==> src/rtl/pps_pkg.sv <==
// shared constants for the parallel port pin and slave status block
package pps_pkg;
    // ------------------------------------------------------------------
    // register byte offsets
    // ------------------------------------------------------------------
    localparam logic [7:0] PPS_OFF_PIN_EN = 8'h00;
    localparam logic [7:0] PPS_OFF_STATUS = 8'h04;
    localparam logic [7:0] PPS_OFF_CONFIG = 8'h08;
    localparam logic [7:0] PPS_OFF_INT_ST = 8'h0c;
    localparam logic [7:0] PPS_OFF_INT_MASK = 8'h10;
    localparam logic [7:0] PPS_OFF_IN_BUF = 8'h20;
    localparam logic [7:0] PPS_OFF_OUT_BUF = 8'h30;
    localparam logic [7:0] PPS_BUF_ROW_MASK = 8'hf0;
    // ------------------------------------------------------------------
    // field layouts and reset values
    // ------------------------------------------------------------------
    localparam logic [31:0] PPS_PIN_EN_MASK = 32'h0000_47ff;
    localparam int PPS_LINE14_BIT = 14;
    localparam int PPS_IBF_BIT = 15;
    localparam int PPS_INPUT_OVERFLOW_FLAG_BIT = 14;
    localparam int PPS_INPUT_BUFFER_N_FULL_LSB = 8;
    localparam int PPS_OBE_BIT = 7;
    localparam int PPS_OUTPUT_UNDERFLOW_FLAG_BIT = 6;
    localparam int PPS_OUTPUT_BUFFER_N_EMPTY_LSB = 0;
    localparam logic [3:0] PPS_OUT_EMPTY_RST = 4'hf;
    localparam int PPS_CFG_MODE_LSB = 0;
    localparam int PPS_CFG_INTERRUPT_REQUEST_MODE_LSB = 2;
    localparam int PPS_CFG_CSF_LSB = 4;
    localparam int PPS_CFG_MUX_LSB = 6;
    localparam logic [31:0] PPS_CFG_MASK = 32'h0000_00ff;
    localparam int PPS_INT_W = 3;
    localparam logic [2:0] PPS_INT_ACCESS = 3'h1;
    localparam logic [2:0] PPS_INT_OVF = 3'h2;
    localparam logic [2:0] PPS_INT_UNF = 3'h4;
    // ------------------------------------------------------------------
    // field encodings
    // ------------------------------------------------------------------
    localparam logic [1:0] PPS_MODE_LEGACY = 2'h0;
    localparam logic [1:0] PPS_MODE_ADDR_SLAVE = 2'h1;
    localparam logic [1:0] PPS_MODE_MASTER2 = 2'h2;
    localparam logic [1:0] PPS_MODE_MASTER1 = 2'h3;
    localparam logic [1:0] PPS_INTERRUPT_REQUEST_MODE_END = 2'h1;
    localparam logic [1:0] PPS_INTERRUPT_REQUEST_MODE_BUF3 = 2'h2;
    localparam logic [1:0] PPS_CSF_CS1 = 2'h2;
    localparam logic [1:0] PPS_MUX_NONE = 2'h0;
    localparam logic [1:0] PPS_BUF_LAST = 2'h3;
    localparam logic [1:0] PPS_BUF_FIRST = 2'h0;

    typedef enum logic [2:0] {
        PPS_BUS_IDLE = 3'b001,
        PPS_BUS_WAIT = 3'b010,
        PPS_BUS_ACK = 3'b100
    } pps_bus_state_t;
endpackage

==> src/rtl/pps_mem_if.sv <==
// carrier between the port control logic and its byte buffer memory
`timescale 1ns/1ps
`default_nettype none
interface pps_mem_if;
    logic host_we;
    logic [1:0] host_idx;
    logic [7:0] host_wdata;
    logic sw_we;
    logic [1:0] sw_idx;
    logic [7:0] sw_wdata;
    logic [7:0] in_rdata;
    logic [7:0] out_rdata;
    modport ctrl (output host_we, host_idx, host_wdata, sw_we, sw_idx,
                  sw_wdata, input in_rdata, out_rdata);
    modport mem (input host_we, host_idx, host_wdata, sw_we, sw_idx,
                 sw_wdata, output in_rdata, out_rdata);
endinterface
`default_nettype wire

==> src/rtl/pps_top.sv <==
// parallel port pin enables, slave buffers and their status flags
// Contract
// (RQ1) line 14 pad goes to the port when its enable bit is set
// (RQ2) enable bits ten to two hand address pads to the port
// (RQ3) enable bits one and zero hand the two low pads to the port
// (RQ4) chip-select function field picks address bit 14 or chip select one
// (RQ5) mux mode picks low address bits or address latch strobes
// (RQ6) input-all-full reads one only while every input buffer holds data
// (RQ7) host write to a full input buffer sets a sticky overflow flag
// (RQ8) per-buffer input flags set on host write, cleared by software read
// (RQ9) output-all-empty reads one only while every output buffer is empty
// (RQ10) host read of an empty output buffer sets a sticky underflow flag
// (RQ11) per-buffer output-empty flags cleared by software write of data
// (RQ12) buffer flags only meaningful in slave modes
// (RQ13) unimplemented bits read zero and ignore writes
// (RQ14) mode 00 legacy slave, 01 addressable slave, 10/11 master modes
// (RQ15) interrupt mode 10 fires on buffer 3 or address 11 accesses
// (RQ16) chip-select function 10 makes line 14 chip select one
// (RQ17) addressable slave mode selects buffer by the two low address pins
`timescale 1ns/1ps
`default_nettype none
module pps_top
    import pps_pkg::*;
(
    input wire logic sys_clk_i,          // 100 MHz system clock
    input wire logic reset_n_i,          // async reset, active low
    input wire logic wb_cyc_i,           // wishbone cycle
    input wire logic wb_stb_i,           // wishbone strobe
    input wire logic wb_we_i,            // wishbone write enable
    input wire logic [7:0] wb_adr_i,     // wishbone byte address
    input wire logic [3:0] wb_sel_i,     // wishbone byte selects
    input wire logic [31:0] wb_dat_i,    // wishbone write data
    output logic [31:0] wb_dat_o,        // wishbone read data
    output logic wb_ack_o,               // wishbone acknowledge
    input wire logic host_cs_i,          // host chip select, active high
    input wire logic host_rd_i,          // host read strobe, active high
    input wire logic host_wr_i,          // host write strobe, active high
    input wire logic [1:0] host_addr_i,  // host low address pins
    input wire logic [7:0] host_data_i,  // host data bus in
    output logic [7:0] host_data_o,      // host data bus out
    output logic host_data_oe_o,         // host data bus drive enable
    output logic [15:0] pad_port_en_o,   // pads handed to the port
    output logic pad_line14_cs_o,        // line 14 pad is chip select one
    output logic pad_low_latch_o,        // low pads are latch strobes
    output logic irq_o                   // level interrupt
);
    // ------------------------------------------------------------------
    // reset release
    // ------------------------------------------------------------------
    logic [1:0] rst_sync_reg;
    logic rst_n;

    always_ff @(posedge sys_clk_i or negedge reset_n_i) begin
        if (!reset_n_i) begin
            rst_sync_reg <= 2'h0;
        end else begin
            rst_sync_reg <= {rst_sync_reg[0], 1'b1};
        end
    end
    assign rst_n = rst_sync_reg[1];

    // ------------------------------------------------------------------
    // helpers
    // ------------------------------------------------------------------
    function automatic logic [31:0] merge_bytes(input logic [31:0] cur,
                                                input logic [31:0] wdat,
                                                input logic [3:0] sel);
        logic [31:0] res;
        res = cur;
        for (int i = 0; i < 4; i++) begin
            if (sel[i]) begin
                res[i*8 +: 8] = wdat[i*8 +: 8];
            end
        end
        return res;
    endfunction

    function automatic logic [3:0] one_hot(input logic [1:0] idx);
        return 4'h1 << idx;
    endfunction

    // ------------------------------------------------------------------
    // registers
    // ------------------------------------------------------------------
    logic [31:0] pin_en_reg, pin_en_next;
    logic [31:0] cfg_reg, cfg_next;
    logic [3:0] in_full_reg, in_full_next;
    logic [3:0] out_empty_reg, out_empty_next;
    logic ovf_reg, ovf_next;
    logic unf_reg, unf_next;
    logic [PPS_INT_W-1:0] int_st_reg, int_st_next;
    logic [PPS_INT_W-1:0] int_mask_reg, int_mask_next;
    pps_bus_state_t bus_st_reg, bus_st_next;
    logic [31:0] rdata_reg, rdata_next;
    logic host_rd_prev_reg, host_wr_prev_reg, host_rd_evt_d_reg;
    logic [7:0] host_data_reg;
    logic host_oe_reg;
    logic [15:0] pad_en_reg;
    logic pad_cs_reg, pad_latch_reg, irq_reg;

    pps_mem_if mem_bus ();

    pps_buf_mem u_mem (
        .sys_clk_i (sys_clk_i),
        .bus (mem_bus.mem)
    );

    // ------------------------------------------------------------------
    // configuration fields
    // ------------------------------------------------------------------
    wire [1:0] mode = cfg_reg[PPS_CFG_MODE_LSB +: 2];
    wire [1:0] interrupt_request_mode = cfg_reg[PPS_CFG_INTERRUPT_REQUEST_MODE_LSB +: 2];
    wire [1:0] chip_select_function = cfg_reg[PPS_CFG_CSF_LSB +: 2];
    wire [1:0] adr_mux = cfg_reg[PPS_CFG_MUX_LSB +: 2];
    // master modes leave the buffers alone
    wire slave_mode = (mode == PPS_MODE_LEGACY) ||
                      (mode == PPS_MODE_ADDR_SLAVE); // RQ14 RQ12

    // ------------------------------------------------------------------
    // host side strobes
    // ------------------------------------------------------------------
    wire host_rd_lvl = host_cs_i & host_rd_i;
    wire host_wr_lvl = host_cs_i & host_wr_i;
    wire host_rd_evt = host_rd_lvl & ~host_rd_prev_reg & slave_mode;
    wire host_wr_evt = host_wr_lvl & ~host_wr_prev_reg & slave_mode;
    // legacy slave has a single byte, the addressable one four
    wire [1:0] host_idx = (mode == PPS_MODE_ADDR_SLAVE) ? host_addr_i
                          : PPS_BUF_FIRST; // RQ17
    wire [3:0] host_sel = one_hot(host_idx);
    wire host_hits_full = |(host_sel & in_full_reg);
    wire host_hits_empty = |(host_sel & out_empty_reg);
    // full buffers keep their unread byte on overflow
    wire host_store = host_wr_evt & ~host_hits_full;
    wire host_any_evt = host_rd_evt | host_wr_evt;
    wire access_irq = ((interrupt_request_mode == PPS_INTERRUPT_REQUEST_MODE_END) & host_any_evt) |
                      ((interrupt_request_mode == PPS_INTERRUPT_REQUEST_MODE_BUF3) & host_any_evt &
                       (host_idx == PPS_BUF_LAST)); // RQ15

    // ------------------------------------------------------------------
    // wishbone decode
    // ------------------------------------------------------------------
    wire bus_req = wb_cyc_i & wb_stb_i;
    wire bus_commit = (bus_st_reg == PPS_BUS_WAIT);
    wire wr_commit = bus_commit & wb_we_i;
    wire rd_commit = bus_commit & ~wb_we_i;
    wire [7:0] row = wb_adr_i & PPS_BUF_ROW_MASK;
    wire [1:0] sw_idx = wb_adr_i[3:2];
    wire [3:0] sw_sel = one_hot(sw_idx);
    wire hit_pin = (wb_adr_i == PPS_OFF_PIN_EN);
    wire hit_stat = (wb_adr_i == PPS_OFF_STATUS);
    wire hit_cfg = (wb_adr_i == PPS_OFF_CONFIG);
    wire hit_ist = (wb_adr_i == PPS_OFF_INT_ST);
    wire hit_imask = (wb_adr_i == PPS_OFF_INT_MASK);
    wire hit_in = (row == PPS_OFF_IN_BUF) & (wb_adr_i[1:0] == 2'h0);
    wire hit_out = (row == PPS_OFF_OUT_BUF) & (wb_adr_i[1:0] == 2'h0);
    wire sw_in_read = rd_commit & hit_in & slave_mode;
    wire sw_out_write = wr_commit & hit_out & wb_sel_i[0] & slave_mode;
    wire [31:0] wdat_m = merge_bytes(32'h0, wb_dat_i, wb_sel_i);

    wire [31:0] status_word =
        ({31'h0, &in_full_reg} << PPS_IBF_BIT) |      // RQ6
        ({31'h0, ovf_reg} << PPS_INPUT_OVERFLOW_FLAG_BIT) |
        ({28'h0, in_full_reg} << PPS_INPUT_BUFFER_N_FULL_LSB) |
        ({31'h0, &out_empty_reg} << PPS_OBE_BIT) |    // RQ9
        ({31'h0, unf_reg} << PPS_OUTPUT_UNDERFLOW_FLAG_BIT) |
        ({28'h0, out_empty_reg} << PPS_OUTPUT_BUFFER_N_EMPTY_LSB);     // RQ13

    assign mem_bus.host_we = host_store;
    assign mem_bus.host_idx = host_idx;
    assign mem_bus.host_wdata = host_data_i;
    assign mem_bus.sw_we = sw_out_write;
    assign mem_bus.sw_idx = sw_idx;
    assign mem_bus.sw_wdata = wb_dat_i[7:0];

    // ------------------------------------------------------------------
    // next state
    // ------------------------------------------------------------------
    always_comb begin
        bus_st_next = bus_st_reg;
        case (bus_st_reg)
            PPS_BUS_IDLE: begin
                if (bus_req) begin
                    bus_st_next = PPS_BUS_WAIT;
                end
            end
            PPS_BUS_WAIT: bus_st_next = PPS_BUS_ACK;
            PPS_BUS_ACK: bus_st_next = PPS_BUS_IDLE;
            default: bus_st_next = PPS_BUS_IDLE;
        endcase
    end

    always_comb begin
        rdata_next = rdata_reg;
        if (rd_commit) begin
            // unmapped addresses read zero but are still acknowledged
            rdata_next = 32'h0;
            if (hit_pin) begin
                rdata_next = pin_en_reg;
            end
            if (hit_stat) begin
                rdata_next = status_word;
            end
            if (hit_cfg) begin
                rdata_next = cfg_reg;
            end
            if (hit_ist) begin
                rdata_next = {{(32-PPS_INT_W){1'b0}}, int_st_reg};
            end
            if (hit_imask) begin
                rdata_next = {{(32-PPS_INT_W){1'b0}}, int_mask_reg};
            end
            if (hit_in) begin
                rdata_next = {24'h0, mem_bus.in_rdata};
            end
        end
    end

    assign pin_en_next = (wr_commit & hit_pin)
        ? merge_bytes(pin_en_reg, wb_dat_i, wb_sel_i) & PPS_PIN_EN_MASK
        : pin_en_reg; // RQ13
    assign cfg_next = (wr_commit & hit_cfg)
        ? merge_bytes(cfg_reg, wb_dat_i, wb_sel_i) & PPS_CFG_MASK
        : cfg_reg;
    assign int_mask_next = (wr_commit & hit_imask)
        ? wdat_m[PPS_INT_W-1:0] : int_mask_reg;

    // hardware set beats a software clear in the same cycle
    assign in_full_next = (in_full_reg &
        ~(sw_in_read ? sw_sel : 4'h0)) |
        (host_store ? host_sel : 4'h0); // RQ8
    assign out_empty_next = (out_empty_reg &
        ~(sw_out_write ? sw_sel : 4'h0)) |
        ((host_rd_evt & ~host_hits_empty) ? host_sel : 4'h0); // RQ11
    assign ovf_next = (host_wr_evt & host_hits_full) |
        ((wr_commit & hit_stat & wb_sel_i[1])
            ? wb_dat_i[PPS_INPUT_OVERFLOW_FLAG_BIT] : ovf_reg); // RQ7
    assign unf_next = (host_rd_evt & host_hits_empty) |
        ((wr_commit & hit_stat & wb_sel_i[0])
            ? wb_dat_i[PPS_OUTPUT_UNDERFLOW_FLAG_BIT] : unf_reg); // RQ10
    assign int_st_next = (int_st_reg &
        ~((wr_commit & hit_ist) ? wdat_m[PPS_INT_W-1:0] : '0)) |
        (access_irq ? PPS_INT_ACCESS : '0) |
        ((host_wr_evt & host_hits_full) ? PPS_INT_OVF : '0) |
        ((host_rd_evt & host_hits_empty) ? PPS_INT_UNF : '0);

    // ------------------------------------------------------------------
    // state registers
    // ------------------------------------------------------------------
    always_ff @(posedge sys_clk_i or negedge rst_n) begin
        if (!rst_n) begin
            bus_st_reg <= PPS_BUS_IDLE;
            rdata_reg <= 32'h0;
            pin_en_reg <= 32'h0;
            cfg_reg <= 32'h0;
            int_mask_reg <= '0;
            int_st_reg <= '0;
        end else begin
            bus_st_reg <= bus_st_next;
            rdata_reg <= rdata_next;
            pin_en_reg <= pin_en_next;
            cfg_reg <= cfg_next;
            int_mask_reg <= int_mask_next;
            int_st_reg <= int_st_next;
        end
    end

    always_ff @(posedge sys_clk_i or negedge rst_n) begin
        if (!rst_n) begin
            in_full_reg <= 4'h0;
            out_empty_reg <= PPS_OUT_EMPTY_RST;
            ovf_reg <= 1'b0;
            unf_reg <= 1'b0;
        end else begin
            in_full_reg <= in_full_next;
            out_empty_reg <= out_empty_next;
            ovf_reg <= ovf_next;
            unf_reg <= unf_next;
        end
    end

    // ------------------------------------------------------------------
    // host data path
    // ------------------------------------------------------------------
    // read data leaves the memory one cycle after the strobe edge
    always_ff @(posedge sys_clk_i or negedge rst_n) begin
        if (!rst_n) begin
            host_rd_prev_reg <= 1'b0;
            host_wr_prev_reg <= 1'b0;
            host_rd_evt_d_reg <= 1'b0;
            host_data_reg <= 8'h0;
            host_oe_reg <= 1'b0;
        end else begin
            host_rd_prev_reg <= host_rd_lvl;
            host_wr_prev_reg <= host_wr_lvl;
            host_rd_evt_d_reg <= host_rd_evt;
            if (host_rd_evt_d_reg) begin
                host_data_reg <= mem_bus.out_rdata;
            end
            host_oe_reg <= host_rd_lvl & slave_mode;
        end
    end

    // ------------------------------------------------------------------
    // pad function and interrupt outputs
    // ------------------------------------------------------------------
    always_ff @(posedge sys_clk_i or negedge rst_n) begin
        if (!rst_n) begin
            pad_en_reg <= 16'h0;
            pad_cs_reg <= 1'b0;
            pad_latch_reg <= 1'b0;
            irq_reg <= 1'b0;
        end else begin
            pad_en_reg <= pin_en_reg[15:0]; // RQ1 RQ2 RQ3
            pad_cs_reg <= pin_en_reg[PPS_LINE14_BIT] &
                          (chip_select_function == PPS_CSF_CS1); // RQ4 RQ16
            pad_latch_reg <= (|pin_en_reg[1:0]) &
                             (adr_mux != PPS_MUX_NONE); // RQ5
            irq_reg <= |(int_st_reg & int_mask_reg);
        end
    end

    assign wb_dat_o = rdata_reg;
    assign wb_ack_o = (bus_st_reg == PPS_BUS_ACK);
    assign host_data_o = host_data_reg;
    assign host_data_oe_o = host_oe_reg;
    assign pad_port_en_o = pad_en_reg;
    assign pad_line14_cs_o = pad_cs_reg;
    assign pad_low_latch_o = pad_latch_reg;
    assign irq_o = irq_reg;
endmodule // pps_top
`default_nettype wire

==> src/rtl/pps_buf_mem.sv <==
// four input and four output byte buffers with registered read data
`timescale 1ns/1ps
`default_nettype none
module pps_buf_mem
    import pps_pkg::*;
(
    input wire logic sys_clk_i, // system clock
    pps_mem_if.mem bus          // buffer access port
);
    logic [7:0] in_mem [4];
    logic [7:0] out_mem [4];

    // host fills input bytes, software fills output bytes
    always_ff @(posedge sys_clk_i) begin
        if (bus.host_we) begin
            in_mem[bus.host_idx] <= bus.host_wdata;
        end
        if (bus.sw_we) begin
            out_mem[bus.sw_idx] <= bus.sw_wdata;
        end
        bus.in_rdata <= in_mem[bus.sw_idx];
        bus.out_rdata <= out_mem[bus.host_idx];
    end
endmodule // pps_buf_mem
`default_nettype wire

==> config.mk <==
export PLATFORM = sky130hd
export DESIGN_NAME = pps_top
export DESIGN_NICKNAME = d
export VERILOG_FILES = /design/src/rtl/pps_pkg.sv /design/src/rtl/pps_mem_if.sv /design/src/rtl/pps_top.sv /design/src/rtl/pps_buf_mem.sv
export SDC_FILE = /design/constraint.sdc
export NUM_CORES = 1
export LEC_CHECK = 0
export ABC_AREA = 1
export BUFFER_PORTS_ARGS = -buffer_cell sky130_fd_sc_hd__buf_2
export CORE_MARGIN = 4
export CORE_UTILIZATION = 55
export CTS_CLUSTER_DIAMETER = 80
export CTS_CLUSTER_SIZE = 20
export DETAILED_ROUTE_END_ITERATION = 12
export PLACE_DENSITY = 0.84
export SYNTH_ARGS = -nofsm -noshare
export SYNTH_HDL_FRONTEND = slang
export SYNTH_SLANG_ARGS = --single-unit
==> constraint.sdc <==
create_clock -name sys_clk_i -period 2.66 [get_ports sys_clk_i]
set_input_delay 0.532 -clock sys_clk_i [delete_from_list [all_inputs] [get_ports sys_clk_i]]
set_output_delay 0.532 -clock sys_clk_i [all_outputs]
set_load 0.02 [all_outputs]
# ---- After elaboration in Yosys (flattened, before gate mapping)
# Memories as Yosys holds them, arrays and structs flattened. A register that Yosys moved wholly into a read port is not among the register bits.
# Cells that the tools add are included.
# Widths: inputs -> output; s select.
dict set report word_totals {
  out_inout_bits 61
  latch_bits 0
  regBits 100
  rom_bits 0
  ram_bits 64
  mem_count 2
}
dict set report classes {
  bitwise 61
  n_div 0
  add_sub_neg 0
  n_eq_ne 15
  n_shift 2
  multipliers 0
  magnitude_cmp 0
  muxes 24
  reduce_logical 14
}
# name depth width read_ports rd_ports_with_merged_regs wr line
set mem_list {}
lappend mem_list {u_mem.in_mem 4 8 1 1 1 pps_buf_mem.sv:10} ;# logic [7:0] in_mem [4];
lappend mem_list {u_mem.out_mem 4 8 1 1 1 pps_buf_mem.sv:11} ;# logic [7:0] out_mem [4];
# op n
set ops {}
lappend ops {{$mux 32} 5}
lappend ops {{$and 1x1->1} 33}
lappend ops {{$and 4x4->4} 4}
lappend ops {{$eq 8x4->1 const B} 2}
lappend ops {{$mux 4} 4}
lappend ops {{$or 16x12->16} 1}
lappend ops {{$or 16x15->16} 1}
lappend ops {{$or 16x4->16} 1}
lappend ops {{$or 16x7->16} 1}
lappend ops {{$or 16x8->16} 1}
lappend ops {{$mux 15} 1}
lappend ops {{$mux 3} 4}
lappend ops {{$eq 4x2->1 const B} 2}
lappend ops {{$eq 8x3->1 const B} 1}
lappend ops {{$eq 8x5->1 const B} 1}
lappend ops {{$logic_not 8->1} 1}
lappend ops {{$not 4->4} 2}
lappend ops {{$or 4x4->4} 2}
lappend ops {{$reduce_and 4->1} 2}
lappend ops {{$reduce_or 4->1} 2}
lappend ops {{$shl 1x2->4 const A} 2}
lappend ops {{$mux 1} 7}
lappend ops {{$and 3x3->3} 2}
lappend ops {{$eq 2x2->1 const B} 3}
lappend ops {{other kinds (19)} 31}

# ---- Depth between registers and ports, before layout
dict set report logic_depth {
  word_depth 11
  depth_mapped 10
  mapped_depth_nobuf 10
}

# ---- Cells and area by module
# A second synthesis with hierarchy kept.
dict set report unflattened {
  cells_unflattened 698
  hier_area_um2 7006.7
}
# mod area_each_um2 cells_per_inst seq_area_each_um2 n_inst
set by_module_without_submodules {}
lappend by_module_without_submodules {pps_top 3993.8 452 2058.2 1}
lappend by_module_without_submodules {pps_buf_mem 3012.9 246 2242.2 1}

# ---- Least setup slack after synthesis
# OpenSTA, ideal clock, no wires.
dict set report synth_timing {
  path_kind {reg2reg}
  start {reg bus_st_reg[2]}
  end {mem u_mem.out_mem[2][0], enable pin}
  setup_time_ns 0.370
  required_time_ns 2.290
  stages_incl_launch_ff 8
  arrival_time_ns 1.420
  slack_ns 0.869
  cell_sequence {dfrtp_1 -> inv_1 -> nand3_4 -> nor2_8 -> inv_2 -> nor2_4 -> nand2_1 -> nor2_1}
}
dict set report synth_via {
  elab_chain_len 7
}
# element line
set synth_lines {}
lappend synth_lines {{start, declared} pps_top.sv:93} ;# pps_bus_state_t bus_st_reg, bus_st_next;
lappend synth_lines {{start signal, assigned} pps_top.sv:258} ;# bus_st_reg <= bus_st_next;
lappend synth_lines {{$eq 3x2->1} pps_top.sv:143} ;# wire bus_commit = (bus_st_reg == PPS_BUS_WAIT);
lappend synth_lines {{$and 1x1->1} pps_top.sv:144} ;# wire wr_commit = bus_commit & wb_we_i;
lappend synth_lines {{$and 1x1->1 (3 in series)} pps_top.sv:157} ;# wire sw_out_write = wr_commit & hit_out & wb_sel_i[0] & slave_mode;
lappend synth_lines {{$mux 1} pps_buf_mem.sv:18} ;# if (bus.sw_we) begin
lappend synth_lines {{$mux 1 (not written as such)} pps_buf_mem.sv:19} ;# out_mem[bus.sw_idx] <= bus.sw_wdata;
lappend synth_lines {{end, declared} pps_buf_mem.sv:11}
# No other way between the ends.

# ---- Final worst setup path
dict set report layout_timing {
  start {reg cfg_reg[0]}
  end {mem u_mem.in_mem[0][5], enable pin}
}
dict set report layout_via {
  elab_chain_len 9
  elab_cells_between_ends 12
}
# element line
set layout_lines {}
lappend layout_lines {{start, declared} pps_top.sv:86} ;# logic [31:0] cfg_reg, cfg_next;
lappend layout_lines {{start signal, assigned} pps_top.sv:261} ;# cfg_reg <= cfg_next;
lappend layout_lines {{$eq 2x1->1} {pps_top.sv:117, pps_top.sv:127}}
lappend layout_lines {{$mux 2} pps_top.sv:127} ;# wire [1:0] host_idx = (mode == PPS_MODE_ADDR_SLAVE) ? host_addr_i
lappend layout_lines {{$shl 1x2->4} pps_top.sv:79} ;# return 4'h1 << idx;
lappend layout_lines {{$and 4x4->4} pps_top.sv:130} ;# wire host_hits_full = |(host_sel & in_full_reg);
lappend layout_lines {{$reduce_or 4->1} pps_top.sv:130}
lappend layout_lines {{$not 1->1} pps_top.sv:133} ;# wire host_store = host_wr_evt & ~host_hits_full;
lappend layout_lines {{$and 1x1->1} pps_top.sv:133}
lappend layout_lines {{$mux 1} pps_buf_mem.sv:15} ;# if (bus.host_we) begin
lappend layout_lines {{$mux 1 (not written as such)} pps_buf_mem.sv:16} ;# in_mem[bus.host_idx] <= bus.host_wdata;
lappend layout_lines {{end, declared} pps_buf_mem.sv:10}
# Parallel ways exist; a longest one is shown, timed or not.

==> metrics.cfg <==
[critical_path]
required_ns=2.74
path_class=flop to flop
critPathArrivalTime_ns=1.99
worstSetupEndpointType=flop
startpoint_type=flop
worst-path-max-fanout=8

[drt]
drt-initial-drc-count=461
ant_nets=0
wl_per_cell_um=17.35
drc=0
vias=4648
drtPass1Iterations=5
vias_per_cell=5.468
routed_wl_um=14750

[die]
initial_utilization=0.5699
boundaryPins=123
core_region_area_um2=11610
die_height_um=117.7
dieArea_um2=13850
fp.dieW_um=117.7
rows=39

[clock_network]
cts_tree=done
cts.htree.levels=4
cts_buffer_depth=2
cts_buffers=17
clk_pin_slew_worst_paths_ns=0.06
insertion_delay_ns=0.43
cts-root-buf=clkbuf_16
cts_sinks=162
post_cts_resized=0

[timing]
maxSlewViolCount=0
max_freq_ghz=0.5232
hold_viol_final=0
worstMarginPinSlew_ns=1.031
rsz0062_at_grt=false
finalCritPeriodShare=0.7185
skew_ns=0.008114
final.setup.tns_ns=0
finalSetupViolCount=0
slew_headroom=0.3130
timing.final.ws_setup_ns=0.7487
period_needed_ns=1.911

[synthesis]
ys_warn_count=0
synth.cell_area_um2=6619
yosysSeqAreaShare=0.6497
synthFlopType=dfrtp_1
async_flop_share=0.5062
ys_ff_latch=162
syn_avg_cell_area_um2=10.98
synth_edf_count=64
yosysUniqueCellTypes=39
synth_cells=603

[layout]
fin_nets=756
area_growth_pct=15.41
fin_cells=850
insertedDiodeCount=0
drive_above_1_share=0.2560

[placed_design]
place.gp.congestion=0.9292
place_worst_setup_slack_ns=0.5170
io_buffers=78
hpwl_um=10340
dp.cells=817

[power_and_ir_drop]
power_leakage_uw=0.003484
p_per_area_nw_per_um2=692.7
vdd_drop_max_uv=517.9

[global_route]
grt_pass1_wl_um=23990
grt_pass1_vias=4699
antenna_found_initial=0
grtUsageTotal=0.2216
grt-ovfl-total=0
grt_max_degree=81

[flow_run]
cap_viol_max_count=0

[outcome]
run_status=completed

[worst_hold_path]
holdCritPathClass=input port to flop

-- cells by family (layout without fill, tap and decap cells) --
logic type	Yosys count	in the layout	synth area share
simple gates	269	269	0.1932
buf+inv	93	176	0.07335
mux	8	8	0.01361
other cells	2	23	0.001135
flops	162	162	0.6497
compound gates	69	69	0.06900
-- synthesized netlist by cell type, types with 6 or more instances --
library cell | number | area share
o21ai_2 | 13 | 0.017
nor3_1 | 6 | 0.0045
inv_2 | 9 | 0.0051
nor2_4 | 6 | 0.010
nand3_1 | 69 | 0.052
buf_4 | 23 | 0.026
o21ai_1 | 11 | 0.0083
nand2_2 | 10 | 0.0095
o21ai_0 | 16 | 0.012
inv_1 | 44 | 0.025
nor2_1 | 28 | 0.016
nand2_1 | 133 | 0.075
dfxtp_1 | 16 | 0.048
dfrtp_1 | 77 | 0.29
a22oi_1 | 16 | 0.018
mux2_2 | 8 | 0.014
edfxtp_1 | 64 | 0.29
-- critical path, stage by stage, from the launching register on --
cell and delay [ns]:
dfrtp_1 0.36, inv_1 0.07, nor2_2 0.12, nand2_1 0.09, nand2_1 0.10, o21ai_0 0.11, nor2_1 0.23, nand3_1 0.14
inv_1 0.34
-- cells in the final DEF (no fill, tap or decap), drive strengths merged --
master	n
a21o	1
a21oi	4
a22oi	16
buf	86
bufinv	1
clkbuf	23
clkinv	8
clkinvlp	4
conb	23
dfrtp	77
dfstp	5
dfxtp	16
dlygate4sd3	1
edfxtp	64
inv	53
mux2	8
nand2	146
nand3	72
nand4	3
nor2	39
nor3	8
nor4	1
o211ai	4
o21ai	40
o221ai	1
o22ai	1
o31ai	2
-- metal layers --
layer / routed length, um / global-route usage / vias to the layer above / part of all wire
li1: - / - / 2159 / -
met4: 366 / 0.09744 / 0 / 0.025
met3: 1099 / 0.05766 / 27 / 0.075
met1: 6058 / 0.2883 / 2249 / 0.41
met5: 0 / 0 / - / 0
met2: 7226 / 0.3525 / 213 / 0.49
-- final cells by class --
cell class	instances	area, um^2
Inverter	57	220.2
Sequential cell	162	4304
Fill cell	848	3975
Tap cell	143	178.9
Multi-Input combinational cell	369	1912
Clock buffer	23	479.2
Timing Repair Buffer	87	460.4
Clock inverter	9	83.83
-- where the power goes --
group | total [uW] | leakage, uW | switching [uW] | internal (uW)
Combinational | 279 | 0.00146 | 194 | 85.6
Sequential | 2710 | 0.00176 | 53.4 | 2650
Clock | 2310 | 0.000264 | 944 | 1360
-- timing repair --
item / CTS / global route
setup endpoints to repair: 0 / 0
hold buffers: 1 / 0
setup buffers: 0 / 0
hold endpoints to repair: 2 / 0
-- stage by stage --
stage | area, um^2 | power, uW | util | hold slack, ns
finish | 7639 | 5291 | 0.6577 | 0.3108
global route | 7639 | 5473 | 0.6577 | 0.3011
CTS | 7639 | 5324 | 0.6577 | 0.2960
detailed placement | 7066 | 3031 | 0.6084 | 0.3195
global placement | 7066 | 3018 | 0.6084 | 0.3177
floorplan | 6698 | 2939 | - | 0.2364
-- path summary, 6_finish.rpt --
kind / start / to / slack (ns) / cells after the start
worst max register to register: cfg_reg[0]$_DFFE_PN0P_ / u_mem.in_mem[0][5]$_DFFE_PP_ / 0.75 / 8
min in group asynchronous: reset_n_i / rst_sync_reg[1]$_DFF_PN0_ / 0.42 / 2
max in group asynchronous: rst_sync_reg[1]$_DFF_PN0_ / host_data_oe_o$_DFF_PN0_ / 1.50 / 0
worst min-delay path: host_data_i[2] / u_mem.in_mem[0][2]$_DFFE_PP_ / 0.31 / 1
worst max-delay path: cfg_reg[0]$_DFFE_PN0P_ / u_mem.in_mem[0][5]$_DFFE_PP_ / 0.75 / 8
worst min register to register: rst_sync_reg[0]$_DFF_PN0_ / rst_sync_reg[1]$_DFF_PN0_ / 0.35 / 0
Note: power is estimated with default switching activity, not from simulation.
